## config.mk

```make
export PLATFORM = sky130hd
export DESIGN_NAME = edc_ctrl
export DESIGN_NICKNAME = d
export VERILOG_FILES = /design/src/edc_fifo.v /design/src/edc_ctrl.v
export VERILOG_INCLUDE_DIRS = /design/src
export SDC_FILE = /design/constraint.sdc
export NUM_CORES = 1
export LEC_CHECK = 0
export ABC_CLOCK_PERIOD_IN_PS = 6700
export BUFFER_PORTS_ARGS = -buffer_cell sky130_fd_sc_hd__clkbuf_2
export CAP_MARGIN = 20
export CELL_PAD_IN_SITES_DETAIL_PLACEMENT = 1
export CELL_PAD_IN_SITES_GLOBAL_PLACEMENT = 1
export CORE_MARGIN = 10
export CORE_UTILIZATION = 55
export CTS_CLUSTER_DIAMETER = 120
export DETAILED_ROUTE_END_ITERATION = 6
export GPL_TIMING_DRIVEN = 0
export PLACE_DENSITY = 0.83
export SLEW_MARGIN = 5
export SYNTH_ARGS = -nofsm -noshare
export SYNTH_HDL_FRONTEND = slang
export SYNTH_SLANG_ARGS = --single-unit
```

## constraint.sdc

```tcl
create_clock -name clock_i -period 6.7 [get_ports clock_i]
set_input_delay 0.335 -clock clock_i [delete_from_list [all_inputs] [get_ports clock_i]]
set_output_delay 0.335 -clock clock_i [all_outputs]
set_load 0.1 [all_outputs]
```

## src/edc_consts.vh

```
// Constants for the extended-output page-mode memory host controller
`ifndef EDC_CONSTS_VH
`define EDC_CONSTS_VH
`define EDC_CLK_NS        10
`define EDC_WAKE_US       200
`define EDC_WAKE_CYC      ((`EDC_WAKE_US * 1000) / `EDC_CLK_NS)
`define EDC_WAKE_REFS     8
`define EDC_REF_MS        16
`define EDC_REF_ROWS      1024
`define EDC_REF_CYC       ((`EDC_REF_MS * 1000000 / `EDC_CLK_NS) / `EDC_REF_ROWS)
`define EDC_TRP_NS        40
`define EDC_TRP_CYC       ((`EDC_TRP_NS + `EDC_CLK_NS - 1) / `EDC_CLK_NS)
`define EDC_TRAS_NS       60
`define EDC_TRAS_CYC      ((`EDC_TRAS_NS + `EDC_CLK_NS - 1) / `EDC_CLK_NS)
`define EDC_TRCD_NS       20
`define EDC_TRCD_CYC      ((`EDC_TRCD_NS + `EDC_CLK_NS - 1) / `EDC_CLK_NS)
`define EDC_TCAS_NS       30
`define EDC_TCAS_CYC      ((`EDC_TCAS_NS + `EDC_CLK_NS - 1) / `EDC_CLK_NS)
`define EDC_TCP_NS        10
`define EDC_TCP_CYC       ((`EDC_TCP_NS + `EDC_CLK_NS - 1) / `EDC_CLK_NS)
`define EDC_TCSR_NS       10
`define EDC_TCSR_CYC      ((`EDC_TCSR_NS + `EDC_CLK_NS - 1) / `EDC_CLK_NS)
`define EDC_ROW_W         10
`define EDC_COL_W         10
`define EDC_DATA_W        16
`define EDC_FIFO_DEPTH    16
`define EDC_FIFO_AW       4
`define EDC_LANE_LO       7:0
`define EDC_LANE_HI       15:8
`endif

```

## src/edc_fifo.v

```verilog
// Write-data FIFO between the user port and the memory sequencer
`timescale 1ns/10ps
module edc_fifo #(
   parameter WIDTH = 16,
   parameter DEPTH = 16,
   parameter AW    = 4
) (
   // Clock and reset
   input  wire             clock_i,
   input  wire             sys_rst_i,
   // Fill side
   input  wire             in_valid_i,
   output wire             in_ready_o,
   input  wire [WIDTH-1:0] in_data_i,
   // Drain side
   output wire             out_valid_o,
   input  wire             out_ready_i,
   output wire [WIDTH-1:0] out_data_o
);
   reg  [WIDTH-1:0] mem_r [0:DEPTH-1];
   reg  [AW-1:0]    wr_ptr_r;
   reg  [AW-1:0]    rd_ptr_r;
   reg  [AW:0]      count_r;
   wire             push;
   wire             pop;

   assign in_ready_o  = (count_r != DEPTH[AW:0]);
   assign out_valid_o = (count_r != {(AW+1){1'b0}});
   assign out_data_o  = mem_r[rd_ptr_r];
   assign push        = in_valid_i & in_ready_o;
   assign pop         = out_valid_o & out_ready_i;

   always @(posedge clock_i) begin
      if (push) begin
         mem_r[wr_ptr_r] <= in_data_i;
      end
   end

   always @(posedge clock_i or posedge sys_rst_i) begin
      if (sys_rst_i) begin
         wr_ptr_r <= {AW{1'b0}};
         rd_ptr_r <= {AW{1'b0}};
         count_r  <= {(AW+1){1'b0}};
      end else begin
         if (push) begin
            wr_ptr_r <= wr_ptr_r + 1'b1;
         end
         if (pop) begin
            rd_ptr_r <= rd_ptr_r + 1'b1;
         end
         if (push & ~pop) begin
            count_r <= count_r + 1'b1;
         end else if (pop & ~push) begin
            count_r <= count_r - 1'b1;
         end
      end
   end
endmodule // edc_fifo

```

## src/edc_ctrl.v

```verilog
// Host-side sequencer driving an asynchronous extended-output page-mode memory
`timescale 1ns/10ps
`include "edc_consts.vh"
module edc_ctrl #(
   parameter WAKE_CYC = `EDC_WAKE_CYC,
   parameter REF_CYC  = `EDC_REF_CYC
) (
   // Clock and reset
   input  wire                   clock_i,
   input  wire                   sys_rst_i,
   // User request
   input  wire                   req_valid_i,
   output wire                   req_ready_o,
   input  wire                   req_write_i,
   input  wire [1:0]             req_lanes_i,
   input  wire [`EDC_ROW_W-1:0]  req_row_i,
   input  wire [`EDC_COL_W-1:0]  req_col_i,
   // User write data
   input  wire                   wdata_valid_i,
   output wire                   wdata_ready_o,
   input  wire [`EDC_DATA_W-1:0] wdata_i,
   // User read data
   output reg                    rdata_valid_o,
   output reg  [`EDC_DATA_W-1:0] rdata_o,
   // Status
   output wire                   init_done_o,
   // Memory pins
   output reg                    row_strobe_n_o,
   output reg                    lower_byte_column_strobe_n_o,
   output reg                    upper_byte_column_strobe_n_o,
   output reg                    write_strobe_n_o,
   output reg                    output_gate_n_o,
   output reg  [9:0]             mem_addr_o,
   input  wire [`EDC_DATA_W-1:0] mem_dq_i,
   output reg  [`EDC_DATA_W-1:0] mem_dq_o,
   output reg                    mem_dq_oe_o
);
   // Sequencer states
   localparam [3:0] ST_WAKE   = 4'h0;
   localparam [3:0] ST_IDLE   = 4'h1;
   localparam [3:0] ST_RCD    = 4'h2;
   localparam [3:0] ST_CAS    = 4'h3;
   localparam [3:0] ST_CP     = 4'h4;
   localparam [3:0] ST_RASEND = 4'h5;
   localparam [3:0] ST_PRE    = 4'h6;
   localparam [3:0] ST_CSR    = 4'h7;
   localparam [3:0] ST_CBRRAS = 4'h8;
   localparam [3:0] ST_WDATA  = 4'h9;
   // Longest the row stays open for page hits, in clock cycles
   localparam [7:0] RAS_OPEN_MAX = 8'hc8;

   // Sequencer state, refresh bookkeeping and the current request
   reg  [3:0]             state_r;
   reg  [17:0]            wait_r;
   reg  [15:0]            ref_tmr_r;
   reg                    ref_due_r;
   reg                    ref_over_r;
   reg  [3:0]             wake_cnt_r;
   reg                    init_done_r;
   reg                    cur_write_r;
   reg  [1:0]             cur_lanes_r;
   reg  [`EDC_ROW_W-1:0]  cur_row_r;
   reg  [`EDC_COL_W-1:0]  cur_col_r;
   reg  [7:0]             ras_cnt_r;
   // FIFO drain and request decode
   wire                   fifo_valid;
   wire                   fifo_pop;
   wire [`EDC_DATA_W-1:0] fifo_data;
   wire                   page_hit;
   wire                   can_take;
   wire                   ref_start;

   edc_fifo #(
      .WIDTH (`EDC_DATA_W),
      .DEPTH (`EDC_FIFO_DEPTH),
      .AW    (`EDC_FIFO_AW)
   ) u_wfifo (
      .clock_i     (clock_i),
      .sys_rst_i   (sys_rst_i),
      .in_valid_i  (wdata_valid_i),
      .in_ready_o  (wdata_ready_o),
      .in_data_i   (wdata_i),
      .out_valid_o (fifo_valid),
      .out_ready_i (fifo_pop),
      .out_data_o  (fifo_data)
   );

   assign init_done_o = init_done_r;
   // A write waits for its data word in the FIFO
   assign can_take    = (~req_write_i | fifo_valid) & ~ref_due_r;
   assign req_ready_o = (state_r == ST_IDLE || state_r == ST_RASEND) && init_done_r &&
                        can_take && (state_r == ST_IDLE || page_hit);
   assign page_hit    = (req_row_i == cur_row_r) &&
                        (ras_cnt_r < RAS_OPEN_MAX);
   assign fifo_pop    = (state_r == ST_WDATA);
   // First cycle of a refresh row pulse serves the pending slot
   assign ref_start   = (state_r == ST_CBRRAS) && (wait_r == 18'h00000);

   // Refresh interval timer; a missed slot repeats the wake-up refreshes without the pause
   always @(posedge clock_i or posedge sys_rst_i) begin
      if (sys_rst_i) begin
         ref_tmr_r  <= 16'h0000;
         ref_due_r  <= 1'b0;
         ref_over_r <= 1'b0;
      end else begin
         // Any wake-up in progress clears an overrun; none is flagged below until it ends
         if (~init_done_r) begin
            ref_over_r <= 1'b0;
         end
         if (ref_tmr_r == REF_CYC[15:0] - 16'h0001) begin
            ref_tmr_r <= 16'h0000;
            ref_due_r <= init_done_r;
            // A slot still pending at the next tick was missed
            if (ref_due_r && ~ref_start && init_done_r) begin
               ref_over_r <= 1'b1;
            end
         end else begin
            ref_tmr_r <= ref_tmr_r + 16'h0001;
            if (ref_start) begin
               ref_due_r <= 1'b0;
            end
         end
      end
   end

   // Wake-up: pause, then eight column-first refreshes chained through precharge.
   // Access: row fall, column address, optional write setup, column pulse,
   // column precharge, then the page state holds the row for same-row requests.
   // Refresh: column strobes fall before the row, so no external row is used.
   always @(posedge clock_i or posedge sys_rst_i) begin
      if (sys_rst_i) begin
         state_r                      <= ST_WAKE;
         wait_r                       <= 18'h00000;
         wake_cnt_r                   <= 4'h0;
         init_done_r                  <= 1'b0;
         cur_write_r                  <= 1'b0;
         cur_lanes_r                  <= 2'b00;
         cur_row_r                    <= {`EDC_ROW_W{1'b0}};
         cur_col_r                    <= {`EDC_COL_W{1'b0}};
         ras_cnt_r                    <= 8'h00;
         rdata_valid_o                <= 1'b0;
         rdata_o                      <= 16'h0000;
         row_strobe_n_o               <= 1'b1;
         lower_byte_column_strobe_n_o <= 1'b1;
         upper_byte_column_strobe_n_o <= 1'b1;
         write_strobe_n_o             <= 1'b1;
         output_gate_n_o              <= 1'b1;
         mem_addr_o                   <= 10'h000;
         mem_dq_o                     <= 16'h0000;
         mem_dq_oe_o                  <= 1'b0;
      end else begin
         rdata_valid_o <= 1'b0;
         if (~row_strobe_n_o && ras_cnt_r != 8'hff) begin
            ras_cnt_r <= ras_cnt_r + 8'h01;
         end
         case (state_r)
            ST_WAKE: begin
               // Power-up pause before the first refresh
               init_done_r <= 1'b0;
               if (wait_r == WAKE_CYC[17:0] - 18'h00001) begin
                  wait_r     <= 18'h00000;
                  wake_cnt_r <= 4'h0;
                  state_r    <= ST_CSR;
               end else begin
                  wait_r <= wait_r + 18'h00001;
               end
            end
            ST_IDLE: begin
               // A missed slot repeats the wake-up refreshes
               if (ref_over_r) begin
                  init_done_r <= 1'b0;
                  wake_cnt_r  <= 4'h0;
                  state_r     <= ST_CSR;
               end else if (ref_due_r) begin
                  state_r <= ST_CSR;
               end else if (req_ready_o && req_valid_i) begin
                  cur_write_r    <= req_write_i;
                  cur_lanes_r    <= req_lanes_i;
                  cur_row_r      <= req_row_i;
                  cur_col_r      <= req_col_i;
                  row_strobe_n_o <= 1'b0;
                  mem_addr_o     <= req_row_i;
                  ras_cnt_r      <= 8'h00;
                  wait_r         <= 18'h00000;
                  state_r        <= ST_RCD;
               end
            end
            ST_RCD: begin
               // Column address follows the row fall by one cycle
               mem_addr_o <= cur_col_r;
               if (wait_r >= `EDC_TRCD_CYC - 1) begin
                  wait_r  <= 18'h00000;
                  state_r <= cur_write_r ? ST_WDATA : ST_CAS;
               end else begin
                  wait_r <= wait_r + 18'h00001;
               end
            end
            ST_WDATA: begin
               // Early write: data and write strobe settle before column fall
               mem_dq_o         <= fifo_data;
               mem_dq_oe_o      <= 1'b1;
               write_strobe_n_o <= 1'b0;
               output_gate_n_o  <= 1'b1;
               state_r          <= ST_CAS;
            end
            ST_CAS: begin
               // Column pulse; read data is taken as the strobes rise
               lower_byte_column_strobe_n_o <= ~cur_lanes_r[0];
               upper_byte_column_strobe_n_o <= ~cur_lanes_r[1];
               output_gate_n_o              <= cur_write_r;
               if (wait_r >= `EDC_TCAS_CYC) begin
                  if (~cur_write_r) begin
                     rdata_o       <= mem_dq_i;
                     rdata_valid_o <= 1'b1;
                  end
                  lower_byte_column_strobe_n_o <= 1'b1;
                  upper_byte_column_strobe_n_o <= 1'b1;
                  write_strobe_n_o             <= 1'b1;
                  output_gate_n_o              <= 1'b1;
                  mem_dq_oe_o                  <= 1'b0;
                  wait_r                       <= 18'h00000;
                  state_r                      <= ST_CP;
               end else begin
                  wait_r <= wait_r + 18'h00001;
               end
            end
            ST_CP: begin
               // Column precharge before the next page access
               if (wait_r >= `EDC_TCP_CYC - 1) begin
                  wait_r  <= 18'h00000;
                  state_r <= ST_RASEND;
               end else begin
                  wait_r <= wait_r + 18'h00001;
               end
            end
            ST_RASEND: begin
               // Open row stays active for another column in the same row
               if (req_ready_o && req_valid_i) begin
                  cur_write_r <= req_write_i;
                  cur_lanes_r <= req_lanes_i;
                  cur_col_r   <= req_col_i;
                  mem_addr_o  <= req_col_i;
                  state_r     <= req_write_i ? ST_WDATA : ST_CAS;
               end else if (ras_cnt_r >= `EDC_TRAS_CYC) begin
                  row_strobe_n_o <= 1'b1;
                  wait_r         <= 18'h00000;
                  state_r        <= ST_PRE;
               end
            end
            ST_PRE: begin
               // Row precharge; wake-up refreshes chain back below
               if (wait_r >= `EDC_TRP_CYC - 1) begin
                  wait_r  <= 18'h00000;
                  state_r <= ST_IDLE;
               end else begin
                  wait_r <= wait_r + 18'h00001;
               end
            end
            ST_CSR: begin
               // Column strobes fall first so the internal counter picks the row
               lower_byte_column_strobe_n_o <= 1'b0;
               upper_byte_column_strobe_n_o <= 1'b0;
               // Refresh never hides behind an open row or a write
               write_strobe_n_o             <= 1'b1;
               output_gate_n_o              <= 1'b1;
               if (wait_r >= `EDC_TCSR_CYC) begin
                  row_strobe_n_o <= 1'b0;
                  wait_r         <= 18'h00000;
                  state_r        <= ST_CBRRAS;
               end else begin
                  wait_r <= wait_r + 18'h00001;
               end
            end
            ST_CBRRAS: begin
               // Row pulse of a refresh; counts the wake-up refreshes
               if (wait_r >= `EDC_TRAS_CYC - 1) begin
                  row_strobe_n_o               <= 1'b1;
                  lower_byte_column_strobe_n_o <= 1'b1;
                  upper_byte_column_strobe_n_o <= 1'b1;
                  wait_r                       <= 18'h00000;
                  state_r                      <= ST_PRE;
                  if (~init_done_r) begin
                     if (wake_cnt_r == `EDC_WAKE_REFS - 1) begin
                        init_done_r <= 1'b1;
                     end else begin
                        wake_cnt_r <= wake_cnt_r + 4'h1;
                        state_r    <= ST_PRE;
                     end
                  end
               end else begin
                  wait_r <= wait_r + 18'h00001;
               end
            end
            default: begin
               state_r <= ST_WAKE;
            end
         endcase
         // Wake-up refreshes chain back after precharge
         if (state_r == ST_PRE && wait_r >= `EDC_TRP_CYC - 1 && ~init_done_r &&
             wake_cnt_r != 4'h0) begin
            state_r <= ST_CSR;
         end
      end
   end
endmodule // edc_ctrl

```

# Yosys cells after proc, flatten, opt, wreduce, memory -nomap -nowiden
# Memory sizes are Yosys's and may differ from the RTL's. A register that Yosys moved wholly into a read port is not among the register bits.
# Cells that the tools add are included.
[totals]
memories = 1
register_bits = 122
ram_bits = 256
[mem_list]
columns = ["memory", "words", "word_bits", "rd", "rd_clocked_by_memory_dff", "wr", "line_no", "rtl"]
rows = [
  ["u_wfifo.mem_r", 16, 16, 1, 1, 1, "edc_fifo.v:20", "reg [WIDTH-1:0] mem_r [0:DEPTH-1];"],
]
[classes]
n_mux = 89
bitwise_logic = 17
order_cmp = 5
n_eq_ne = 36
n_addsub = 8
reduce_logical = 44
[ops]
columns = ["cell", "n"]
rows = [
  ["$mux W18", 9],
  ["$pmux W18 S7", 1],
  ["$mux W4", 19],
  ["$mux W10", 7],
  ["$mux W8", 5],
  ["$pmux W4 S10", 1],
  ["$pmux W10 S3", 1],
  ["$mux W1", 29],
  ["$eq A4 B3 Y1 const B", 5],
  ["$pmux W10 S2", 1],
  ["$add A18 B1 Y18 const B", 1],
  ["$eq A18 B15 Y1 const B", 1],
  ["$ge A18 B1 Y1 const B", 1],
  ["$ge A18 B2 Y1 const B", 1],
  ["$ge A18 B3 Y1 const B", 1],
  ["$logic_not A18 Y1", 1],
  ["$ne A2 B2 Y1 const B", 9],
  ["$add A16 B1 Y16 const B", 1],
  ["$eq A16 B11 Y1 const B", 1],
  ["$mux W16", 1],
  ["$reduce_and A8 Y1", 2],
  ["$add A4 B1 Y4 const B", 3],
  ["$logic_and A1 B1 Y1", 12],
  ["$ne A3 B3 Y1 const B", 4],
  ["39 further kinds", 82],
]

# Logic depth before layout (Yosys ltp)
# Gate-level depths: netlist of the first run.
[depth]
ltp_word = 11
ltp_mapped = 13
ltp_nobuf = 11

# Modules after synthesis
# Synthesis of the first run repeated with hierarchy kept, for this count alone.
[hier_totals]
hier_cells = 1119
area_unflattened_um2 = 17154.0
[by_module_without_submodules]
columns = ["module", "n_inst", "cells_each", "seq_area_each_um2", "area_per_inst_um2"]
rows = [
  ["edc_fifo", 1, 549, 8012.7, 10869.2],
  ["edc_ctrl", 1, 570, 3134.3, 6284.8],
]

# Least setup slack after synthesis of the first run
# No wires, ideal clock.
[synth_path]
path_kind = "register to output"
from = "reg init_done_r (netlist: init_done_o)"
to = "out req_ready_o"
path_stages_with_launch = 3
required_ps = 6365
arrival_ps = 3542
setup_slack_ps = 2823
cell_sequence = "dfrtp_1 -> nand3b_1 -> nor3b_1"
[synth_via]
elab_chain_cells = 3
[synth_rtl]
columns = ["item", "line_no", "rtl"]
rows = [
  ["start: declaration", "edc_ctrl.v:59", "reg init_done_r;"],
  ["start signal: assignment", "edc_ctrl.v:135", "init_done_r <= 1'b0;"],
  ["start signal: assignment", "edc_ctrl.v:159", "init_done_r <= 1'b0;"],
  ["start signal: assignment", "edc_ctrl.v:171", "init_done_r <= 1'b0;"],
  ["$logic_and A1 B1 Y1 (2 in series)", "edc_ctrl.v:91", "assign req_ready_o = (state_r == ST_IDLE || state_r == ST_RASEND) && init_done_r &&"],
  ["$logic_and A1 B1 Y1", "edc_ctrl.v:92", "can_take && (state_r == ST_IDLE || page_hit);"],
  ["end: declaration", "edc_ctrl.v:13", "output wire req_ready_o,"],
]
# Every way passes these cells.

# Worst setup path in the final report of the first run
[layout_path]
from = "reg state_r[2]"
to = "reg u_wfifo.count_r[4]"
[layout_via]
elab_chain_cells = 5
[layout_rtl]
columns = ["item", "line_no", "rtl"]
rows = [
  ["start: declaration", "edc_ctrl.v:53", "reg [3:0] state_r;"],
  ["start signal: assignment", "edc_ctrl.v:193", "state_r <= cur_write_r ? ST_WDATA : ST_CAS;"],
  ["start signal: assignment", "edc_ctrl.v:243", "state_r <= req_write_i ? ST_WDATA : ST_CAS;"],
  ["$eq A4 B4 Y1 *", "edc_ctrl.v:95", "assign fifo_pop = (state_r == ST_WDATA);"],
  ["$and A1 B1 Y1 *", "edc_fifo.v:31", "assign pop = out_valid_o & out_ready_i;"],
  ["$not A1 Y1", "edc_fifo.v:51", "if (push & ~pop) begin"],
  ["$and A1 B1 Y1", "edc_fifo.v:51", ""],
  ["$mux W5 / $reduce_bool A2 Y1 (equally long branches)", "n/a", ""],
  ["end signal: assignment", "edc_fifo.v:43", "count_r <= {(AW+1){1'b0}};"],
  ["end signal: assignment", "edc_fifo.v:52", "count_r <= count_r + 1'b1;"],
  ["end signal: assignment", "edc_fifo.v:54", "count_r <= count_r - 1'b1;"],
  ["end: declaration", "edc_fifo.v:23", "reg [AW:0] count_r;"],
]
# Every way passes the cells marked *; elsewhere a longest branch is shown, timed or not.
# A chain may end at the register's enable or synchronous reset.

==> impl_metrics.env, run 1 <==
export IMPL_grt_max_degree=81
export IMPL_synth_edf_count=256
export IMPL_drive_above_1_share_pct=32.2
export IMPL_post_cts_buffers=0
export IMPL_p_int_uw=4450
export IMPL_place_hpwl_um=29600
export IMPL_seq_power_share_pct=49.2
export IMPL_skew_ns=0.0282
export IMPL_r2r_slack_ns=2.42
export IMPL_min_path_type="in2reg"
export IMPL_clock_latency_ns=0.55
export IMPL_ys_warn_count=0
export IMPL_port_buffers=110
export IMPL_power_share_clock_pct=40.4
export IMPL_yosys_most_used_dff="edfxtp_1"
export IMPL_antenna_found_initial=3
export IMPL_dieArea_um2=37800
export IMPL_drv_slew=0
export IMPL_ioPinCount=111
export IMPL_areaGrowthSynthToFinish_pct=16.9
export IMPL_hold_viol=0
export IMPL_fmax_mhz=234
export IMPL_maxSlewHeadroom_pct=23.9
export IMPL_drt_wirelength_per_cell_um=27.3
export IMPL_initial_core_util_pct=56.1
export IMPL_dieHeight_um=195
export IMPL_netlist_instances=1033
export IMPL_switchingPower_uw=1500
export IMPL_rows=63
export IMPL_rsz0062_at_grt="false"
export IMPL_setup_tns_ns=0
export IMPL_syn_avg_cell_area_um2=16.2
export IMPL_design_area_um2=19600
export IMPL_tightest_slew_ns=1.13
export IMPL_die_w_um=195
export IMPL_yosysUniqueCellTypes=76
export IMPL_cp_start_kind="flop"
export IMPL_p_per_area_nw_per_um2=304
export IMPL_path_class="reg2reg"
export IMPL_ys_seq_area_share_pct=66.5
export IMPL_finalCritPeriodShare_pct=63.8
export IMPL_place_gp_congestion=0.814
export IMPL_cts_root_buffer="clkbuf_16"
export IMPL_min_period_ns=4.28
export IMPL_p_comb_share_pct=10.4
export IMPL_htreeDepth=2
export IMPL_cts_made_buffers=42
export IMPL_worstPathRequired_ns=7.13
export IMPL_grt_pass1_wl_um=68500
export IMPL_swShare_pct=25.2
export IMPL_ant_nets=0
export IMPL_drt_wl_total_um=44700
export IMPL_synth_nets=1111
export IMPL_drt_iter0_markers=869
export IMPL_placed_area_um2=18100
export IMPL_hold_ws_ns=0.0289
export IMPL_dr_total_vias=10100
export IMPL_power_total_uw=5950
export IMPL_grt_util_all_layers_pct=23.4
export IMPL_syn_area_um2=16700
export IMPL_clk_path_buf_depth=3
export IMPL_grt_overflow_total=0
export IMPL_setup_viol=0
export IMPL_drt_pass1_iterations=5
export IMPL_ir_drop_mv=0.341
export IMPL_end_kind="flop"
export IMPL_cts_tree="built"
export IMPL_fp_coreArea_um2=29900
export IMPL_cap_violations=0
export IMPL_ys_ff_latch=394
export IMPL_drc=0
export IMPL_arrival_ns=4.70
export IMPL_dp_cells=1551
export IMPL_cts_sinks=394
export IMPL_instances_no_fill=1635
export IMPL_outcome="finished clean"
export IMPL_viasPerCell=6.20
export IMPL_leakage_uw=0.00750
export IMPL_worstPathMaxFanout=10
export IMPL_synthArstFlopShare_pct=35.0
export IMPL_first_global_vias=11000
export IMPL_clk_pin_slew_ns=0.06
export IMPL_nNetsFinal=1287
[cell type report]
class / instances / area [um2]
Sequential cell: 394 / 11100
Fill cell: 2695 / 10300
Multi-Input combinational cell: 560 / 5310
Clock buffer: 59 / 1200
Timing Repair Buffer: 132 / 837
Tap cell: 390 / 488
Clock inverter: 19 / 243
Buffer: 48 / 226
Inverter: 31 / 121
Antenna cell: 2 / 5.00
[synthesized netlist by cell type, types with 5 or more instances]
cell,instances,area (um2)
o21a_1,5,37.5
or3_1,5,31.3
buf_1,6,22.5
buf_2,14,70.1
nor4_1,10,62.6
nand3_1,27,135
mux2_2,59,664
inv_1,31,116
ha_1,18,225
o21ai_0,30,150
a31oi_1,17,106
and2_1,5,31.3
edfxtp_1,256,7690
clkbuf_1,23,86.3
a41oi_1,9,78.8
dfrtp_1,133,3330
a22oi_1,12,90.1
xor2_1,22,193
nor3_1,8,40.0
mux2_4,10,150
nand2_1,54,203
mux4_2,80,1800
nand4_1,9,56.3
a21oi_1,20,100
and3_1,6,37.5
dfstp_2,5,131
nor2_1,58,218
nand2b_1,7,43.8
xnor2_1,21,184
[registers in the layout, summed over array words and instances, names as in the netlist, 8 cells and up]
| register | flops |
|---|---|
| cur_col_r | 10 |
| cur_row_r | 10 |
| mem_addr_o | 10 |
| mem_dq_o | 16 |
| ras_cnt_r | 8 |
| rdata_o | 16 |
| ref_tmr_r | 16 |
| u_wfifo.mem_r | 256 |
| wait_r | 18 |
[power groups by stage]
stage / Combinational [uW] / Clock, uW / Sequential (uW)
after CTS: 625 / 2440 / 2930
after global placement: 502 / 0 / 2950
final: 619 / 2410 / 2930
after global routing: 672 / 2530 / 2940
after floorplan: 323 / 0 / 2970
after detailed placement: 606 / 0 / 2970
[through the flow]
step / setup WS [ns] / util [%]
final: 2.42 / 65.5
after global routing: 2.18 / 65.5
after CTS: 2.41 / 65.4
after detailed placement: 2.51 / 60.5
after global placement: 0.661 / 59.5
after floorplan: 2.68 / -
[path summary, 6_finish.rpt]
check / from / end / cells past startpoint
max: state_r[2] / u_wfifo.count_r[4] / 13
min in group asynchronous: sys_rst_i / u_wfifo.wr_ptr_r[0] / 3
max in group asynchronous: sys_rst_i / output_gate_n_o / 4
min: req_lanes_i[0] / cur_lanes_r[0] / 2
min reg2reg: write_strobe_n_o / write_strobe_n_o / 2
max reg2reg: state_r[2] / u_wfifo.count_r[4] / 13
[cells by family (layout without fill, tap and decap cells)]
group                    after synthesis  after routing  synth area share, %
flip-flops                           394            394                 66.5
AND/OR/NAND/NOR                      221            221                 6.95
multiplexers                         150            150                 15.7
AO/OA/AOI/OAI                        127            127                 5.06
buffers and inverters                 79            289                 2.05
XOR/XNOR                              43             43                 2.25
adder cells (fa/ha/maj)               19             19                 1.46
other                                  0              2                    0
[layout by cell type (no fill, tap or decap), types with 6 or more instances in the layout]
cell type,n
clkbuf_1,35
buf_4,7
xor2_1,22
buf_1,6
clkbuf_2,112
dfrtp_1,133
ha_1,18
nand4_1,9
mux2_2,59
nand2b_1,7
a41oi_1,9
a22oi_1,12
clkbuf_16,45
nor2_1,46
inv_1,30
mux4_2,80
nor2_2,12
nor4_1,10
xnor2_1,21
and3_1,6
nand2_1,54
clkinv_2,9
o21ai_0,30
a31oi_1,17
buf_8,12
nand3_1,27
edfxtp_1,256
mux2_4,10
buf_2,14
a21oi_1,20
[what timing repair did]
item,4_1_cts,5_1_grt
endpoints found under the setup margin,0,0
hold buffers,1,0
resized for setup,0,0
hold endpoints to repair,56,0
[layer usage]
layer	part of all wire, %	vias up	track usage, %
met2	54	354	41.9
met3	5.4	71	3.63
met1	39	5344	28.8
li1	-	4369	-
met5	0.027	-	0
met4	2.1	2	6.42
[worst max-delay path, cell delays in order (launching register included)]
cell and delay, ns:
dfrtp_1 0.36, clkbuf_1 0.24, clkbuf_1 0.29, nor4b_1 0.40, clkbuf_1 0.75, nand2_1 0.40
ha_1 0.36, inv_1 0.16, ha_1 0.30, a21o_1 0.20, a21oi_1 0.27, xnor2_1 0.18
nor2_1 0.09, xor2_1 0.17
Note: power is estimated with default switching activity, not from simulation.
==> run 2, diff against run 1 <==
--- a/config.mk
+++ b/config.mk
@@ -6,17 +6,18 @@
 export SDC_FILE = /design/constraint.sdc
 export NUM_CORES = 1
 export LEC_CHECK = 0
-export ABC_CLOCK_PERIOD_IN_PS = 6700
+export ABC_AREA = 1
+export ABC_CLOCK_PERIOD_IN_PS = 4000
 export BUFFER_PORTS_ARGS = -buffer_cell sky130_fd_sc_hd__clkbuf_2
 export CAP_MARGIN = 20
 export CELL_PAD_IN_SITES_DETAIL_PLACEMENT = 1
 export CELL_PAD_IN_SITES_GLOBAL_PLACEMENT = 1
 export CORE_MARGIN = 10
-export CORE_UTILIZATION = 55
+export CORE_UTILIZATION = 48
 export CTS_CLUSTER_DIAMETER = 120
 export DETAILED_ROUTE_END_ITERATION = 6
 export GPL_TIMING_DRIVEN = 0
-export PLACE_DENSITY = 0.83
+export PLACE_DENSITY = 0.78
 export SLEW_MARGIN = 5
 export SYNTH_ARGS = -nofsm -noshare
 export SYNTH_HDL_FRONTEND = slang
==> constraint.sdc (replaced) <==
create_clock -name clock_i -period 4 [get_ports clock_i]
set_input_delay 0.2 -clock clock_i [delete_from_list [all_inputs] [get_ports clock_i]]
set_output_delay 0.2 -clock clock_i [all_outputs]
set_load 0.1 [all_outputs]
==> run 2 against run 1 <==
- via count is 37% higher
- combinational power grew 46%
- fmax rose by 29%
- critical path depth did not move
- clock power grew 68%
- highest routed layer unchanged
- sequential cell count unchanged
- non-clock buffer count rose by 60
- largest power group unchanged
- core utilization down 7.5 points
- cell count is 45% higher
==> impl_metrics.env, run 2 <==
export IMPL_arrival_ns=3.78
export IMPL_path_class="reg2reg"
export IMPL_leakage_uw=0.00841
export IMPL_grt_overflow_total=0
export IMPL_dr_total_vias=13900
export IMPL_finish_utilization_pct=58.1
export IMPL_seq_power_share_pct=49.1
export IMPL_setup_viol=0
export IMPL_yosysUniqueCellTypes=48
export IMPL_n_antenna_cell=0
export IMPL_place_hpwl_um=39200
export IMPL_switchingPower_uw=2520
export IMPL_largest_register="u_wfifo.mem_r"
export IMPL_place_gp_congestion=0.864
export IMPL_dieArea_um2=44100
export IMPL_biggestRegsByFlops="u_wfifo.mem_r: 256 flops, wait_r: 18 flops"
export IMPL_ys_seq_area_share_pct=64.4
export IMPL_hold_viol=0
export IMPL_fp_coreArea_um2=35600
export IMPL_end_kind="flop"
export IMPL_p_int_uw=7250
export IMPL_cts_made_buffers=44
export IMPL_power_share_clock_pct=41.6
export IMPL_drt_wirelength_per_cell_um=25.0
export IMPL_outcome="finished clean"
export IMPL_synth_top_area_share_pct=44.4
export IMPL_layout_cells_most_common="nand2_1"
export IMPL_worstPathRequired_ns=4.47
export IMPL_drt_wl_total_um=59000
export IMPL_yosys_most_used_dff="edfxtp_1"
export IMPL_yosys_area_top_type="edfxtp_1"
export IMPL_clk_pin_slew_ns=0.06
export IMPL_grt_util_all_layers_pct=26.4
export IMPL_cp_start_kind="flop"
export IMPL_drt_pass1_iterations=5
export IMPL_ir_drop_mv=0.409
export IMPL_drive_above_1_share_pct=13.4
export IMPL_syn_avg_cell_area_um2=10.5
export IMPL_nNetsFinal=1946
export IMPL_post_place_ws_ns=0.716
export IMPL_p_comb_share_pct=9.3
export IMPL_areaGrowthSynthToFinish_pct=19.3
export IMPL_fmax_mhz=302
export IMPL_ioPinCount=111
export IMPL_tightest_slew_ns=1.03
export IMPL_htreeDepth=2
export IMPL_setup_slack_ns=0.694
export IMPL_post_cts_buffers=0
export IMPL_initial_core_util_pct=48.7
export IMPL_layout_common_cells="nand2_1, edfxtp_1, nor2_1, o21ai_0, dfrtp_1"
export IMPL_drv_slew=0
export IMPL_clk_path_buf_depth=3
export IMPL_rows=69
export IMPL_clock_latency_ns=0.60
export IMPL_largest_reg_flops=256
export IMPL_grt_pass1_wl_um=90200
export IMPL_ys_ff_latch=394
export IMPL_antenna_found_initial=1
export IMPL_cts_hold_buf=41
export IMPL_synthArstFlopShare_pct=35.0
export IMPL_maxSlewHeadroom_pct=31.7
export IMPL_cts_tree="built"
export IMPL_grt_max_degree=87
export IMPL_viasPerCell=5.89
export IMPL_die_w_um=210
export IMPL_r2r_slack_ns=0.69
export IMPL_synthTopCellsByArea="edfxtp_1, dfrtp_1, nand2_1"
export IMPL_rsz0062_at_grt="false"
export IMPL_finalCritPeriodShare_pct=82.7
export IMPL_drt_iter0_markers=1143
export IMPL_cts_sinks=394
export IMPL_min_path_type="in2reg"
export IMPL_synth_common_cells="nand2_1, edfxtp_1, nor2_1"
export IMPL_ant_nets=0
export IMPL_skew_ns=0.0411
export IMPL_netlist_instances=1654
export IMPL_ctsResizeCount=0
export IMPL_port_buffers=110
export IMPL_drc=0
export IMPL_first_global_vias=15000
export IMPL_swShare_pct=25.8
export IMPL_synth_nets=1732
export IMPL_ys_warn_count=0
export IMPL_synth_edf_count=256
export IMPL_syn_area_um2=17300
export IMPL_cts_root_buffer="clkbuf_16"
export IMPL_cap_violations=0
export IMPL_synth_most_common_cell="nand2_1"
export IMPL_min_period_ns=3.31
export IMPL_setup_tns_ns=0
export IMPL_p_per_area_nw_per_um2=473
export IMPL_worstPathMaxFanout=10
export IMPL_dieHeight_um=210
-- run 2: path summary, 6_finish.rpt --
kind	cells after the start	startpoint	to
max	13	state_r[1]	u_wfifo.count_r[4]
min in group asynchronous	3	sys_rst_i	mem_dq_o[8]
max reg2reg	13	state_r[1]	u_wfifo.count_r[4]
min reg2reg	2	rdata_o[15]	rdata_o[15]
min	1	wdata_i[3]	u_wfifo.mem_r[8][3]
max in group asynchronous	4	sys_rst_i	row_strobe_n_o
-- run 2: stage by stage --
stage | std cells | hold WS, ns | instance area, um2 | total power, uW
global route | 2364 | 0.0395 | 20700 | 10100
global placement | 2225 | 0.406 | 18400 | 5550
detailed placement | 2242 | 0.306 | 18800 | 5730
finish | 2364 | 0.0413 | 20700 | 9760
CTS | 2364 | 0.0104 | 20700 | 9780
floorplan | 1654 | 0.299 | 17300 | 5280
-- run 2: layout make-up --
| class | instances | area, um2 |
|---|---|---|
| fill | 3829 | 14900 |
| sequential | 394 | 11100 |
| multi-input combinational | 1062 | 5430 |
| timing repair buffer | 168 | 1280 |
| clock buffer | 57 | 1180 |
| tap | 461 | 577 |
| inverter | 126 | 478 |
| buffer | 72 | 309 |
| clock inverter | 24 | 254 |
-- run 2: cells by family after synthesis --
kind of cell | Yosys count | synth area share (%)
buffers and inverters | 198 | 4.51
AO/OA/AOI/OAI | 314 | 10.9
adder cells (fa/ha/maj) | 19 | 1.42
multiplexers | 1 | 0.0650
AND/OR/NAND/NOR | 691 | 16.8
XOR/XNOR | 37 | 1.87
flip-flops | 394 | 64.4
-- run 2: metal layers --
metal / vias to the layer above / part of all wire (%) / wire [um] / global-route usage, %
li1: 6189 / - / - / -
met1: 6945 / 38 / 22400 / 30.9
met2: 622 / 50 / 29600 / 46.4
met3: 163 / 7.5 / 4400 / 4.97
met4: 2 / 4.3 / 2570 / 11.9
met5: - / 0.024 / 14 / 0
-- run 2: critical path, cell delays in order (launching register included) --
cell     delay [ns]
dfrtp_1        0.47
nor2_1         0.30
inv_1          0.15
nor3_4         0.49
nand2_1        0.34
ha_1           0.33
inv_1          0.16
ha_1           0.29
a21o_1         0.19
a31oi_1        0.18
nand2_1        0.08
nand2_1        0.06
nor2_1         0.04
xor2_1         0.13
-- run 2: power by group through the flow --
| stage | clock (uW) | combinational [uW] | sequential, uW |
|---|---|---|---|
| 3_5_place_dp | 0 | 854 | 4870 |
| 3_3_place_gp | 0 | 684 | 4860 |
| 6_report | 4060 | 906 | 4800 |
| 2_1_floorplan | 0 | 403 | 4880 |
| 4_1_cts | 4080 | 897 | 4800 |
| 5_1_grt | 4280 | 976 | 4820 |
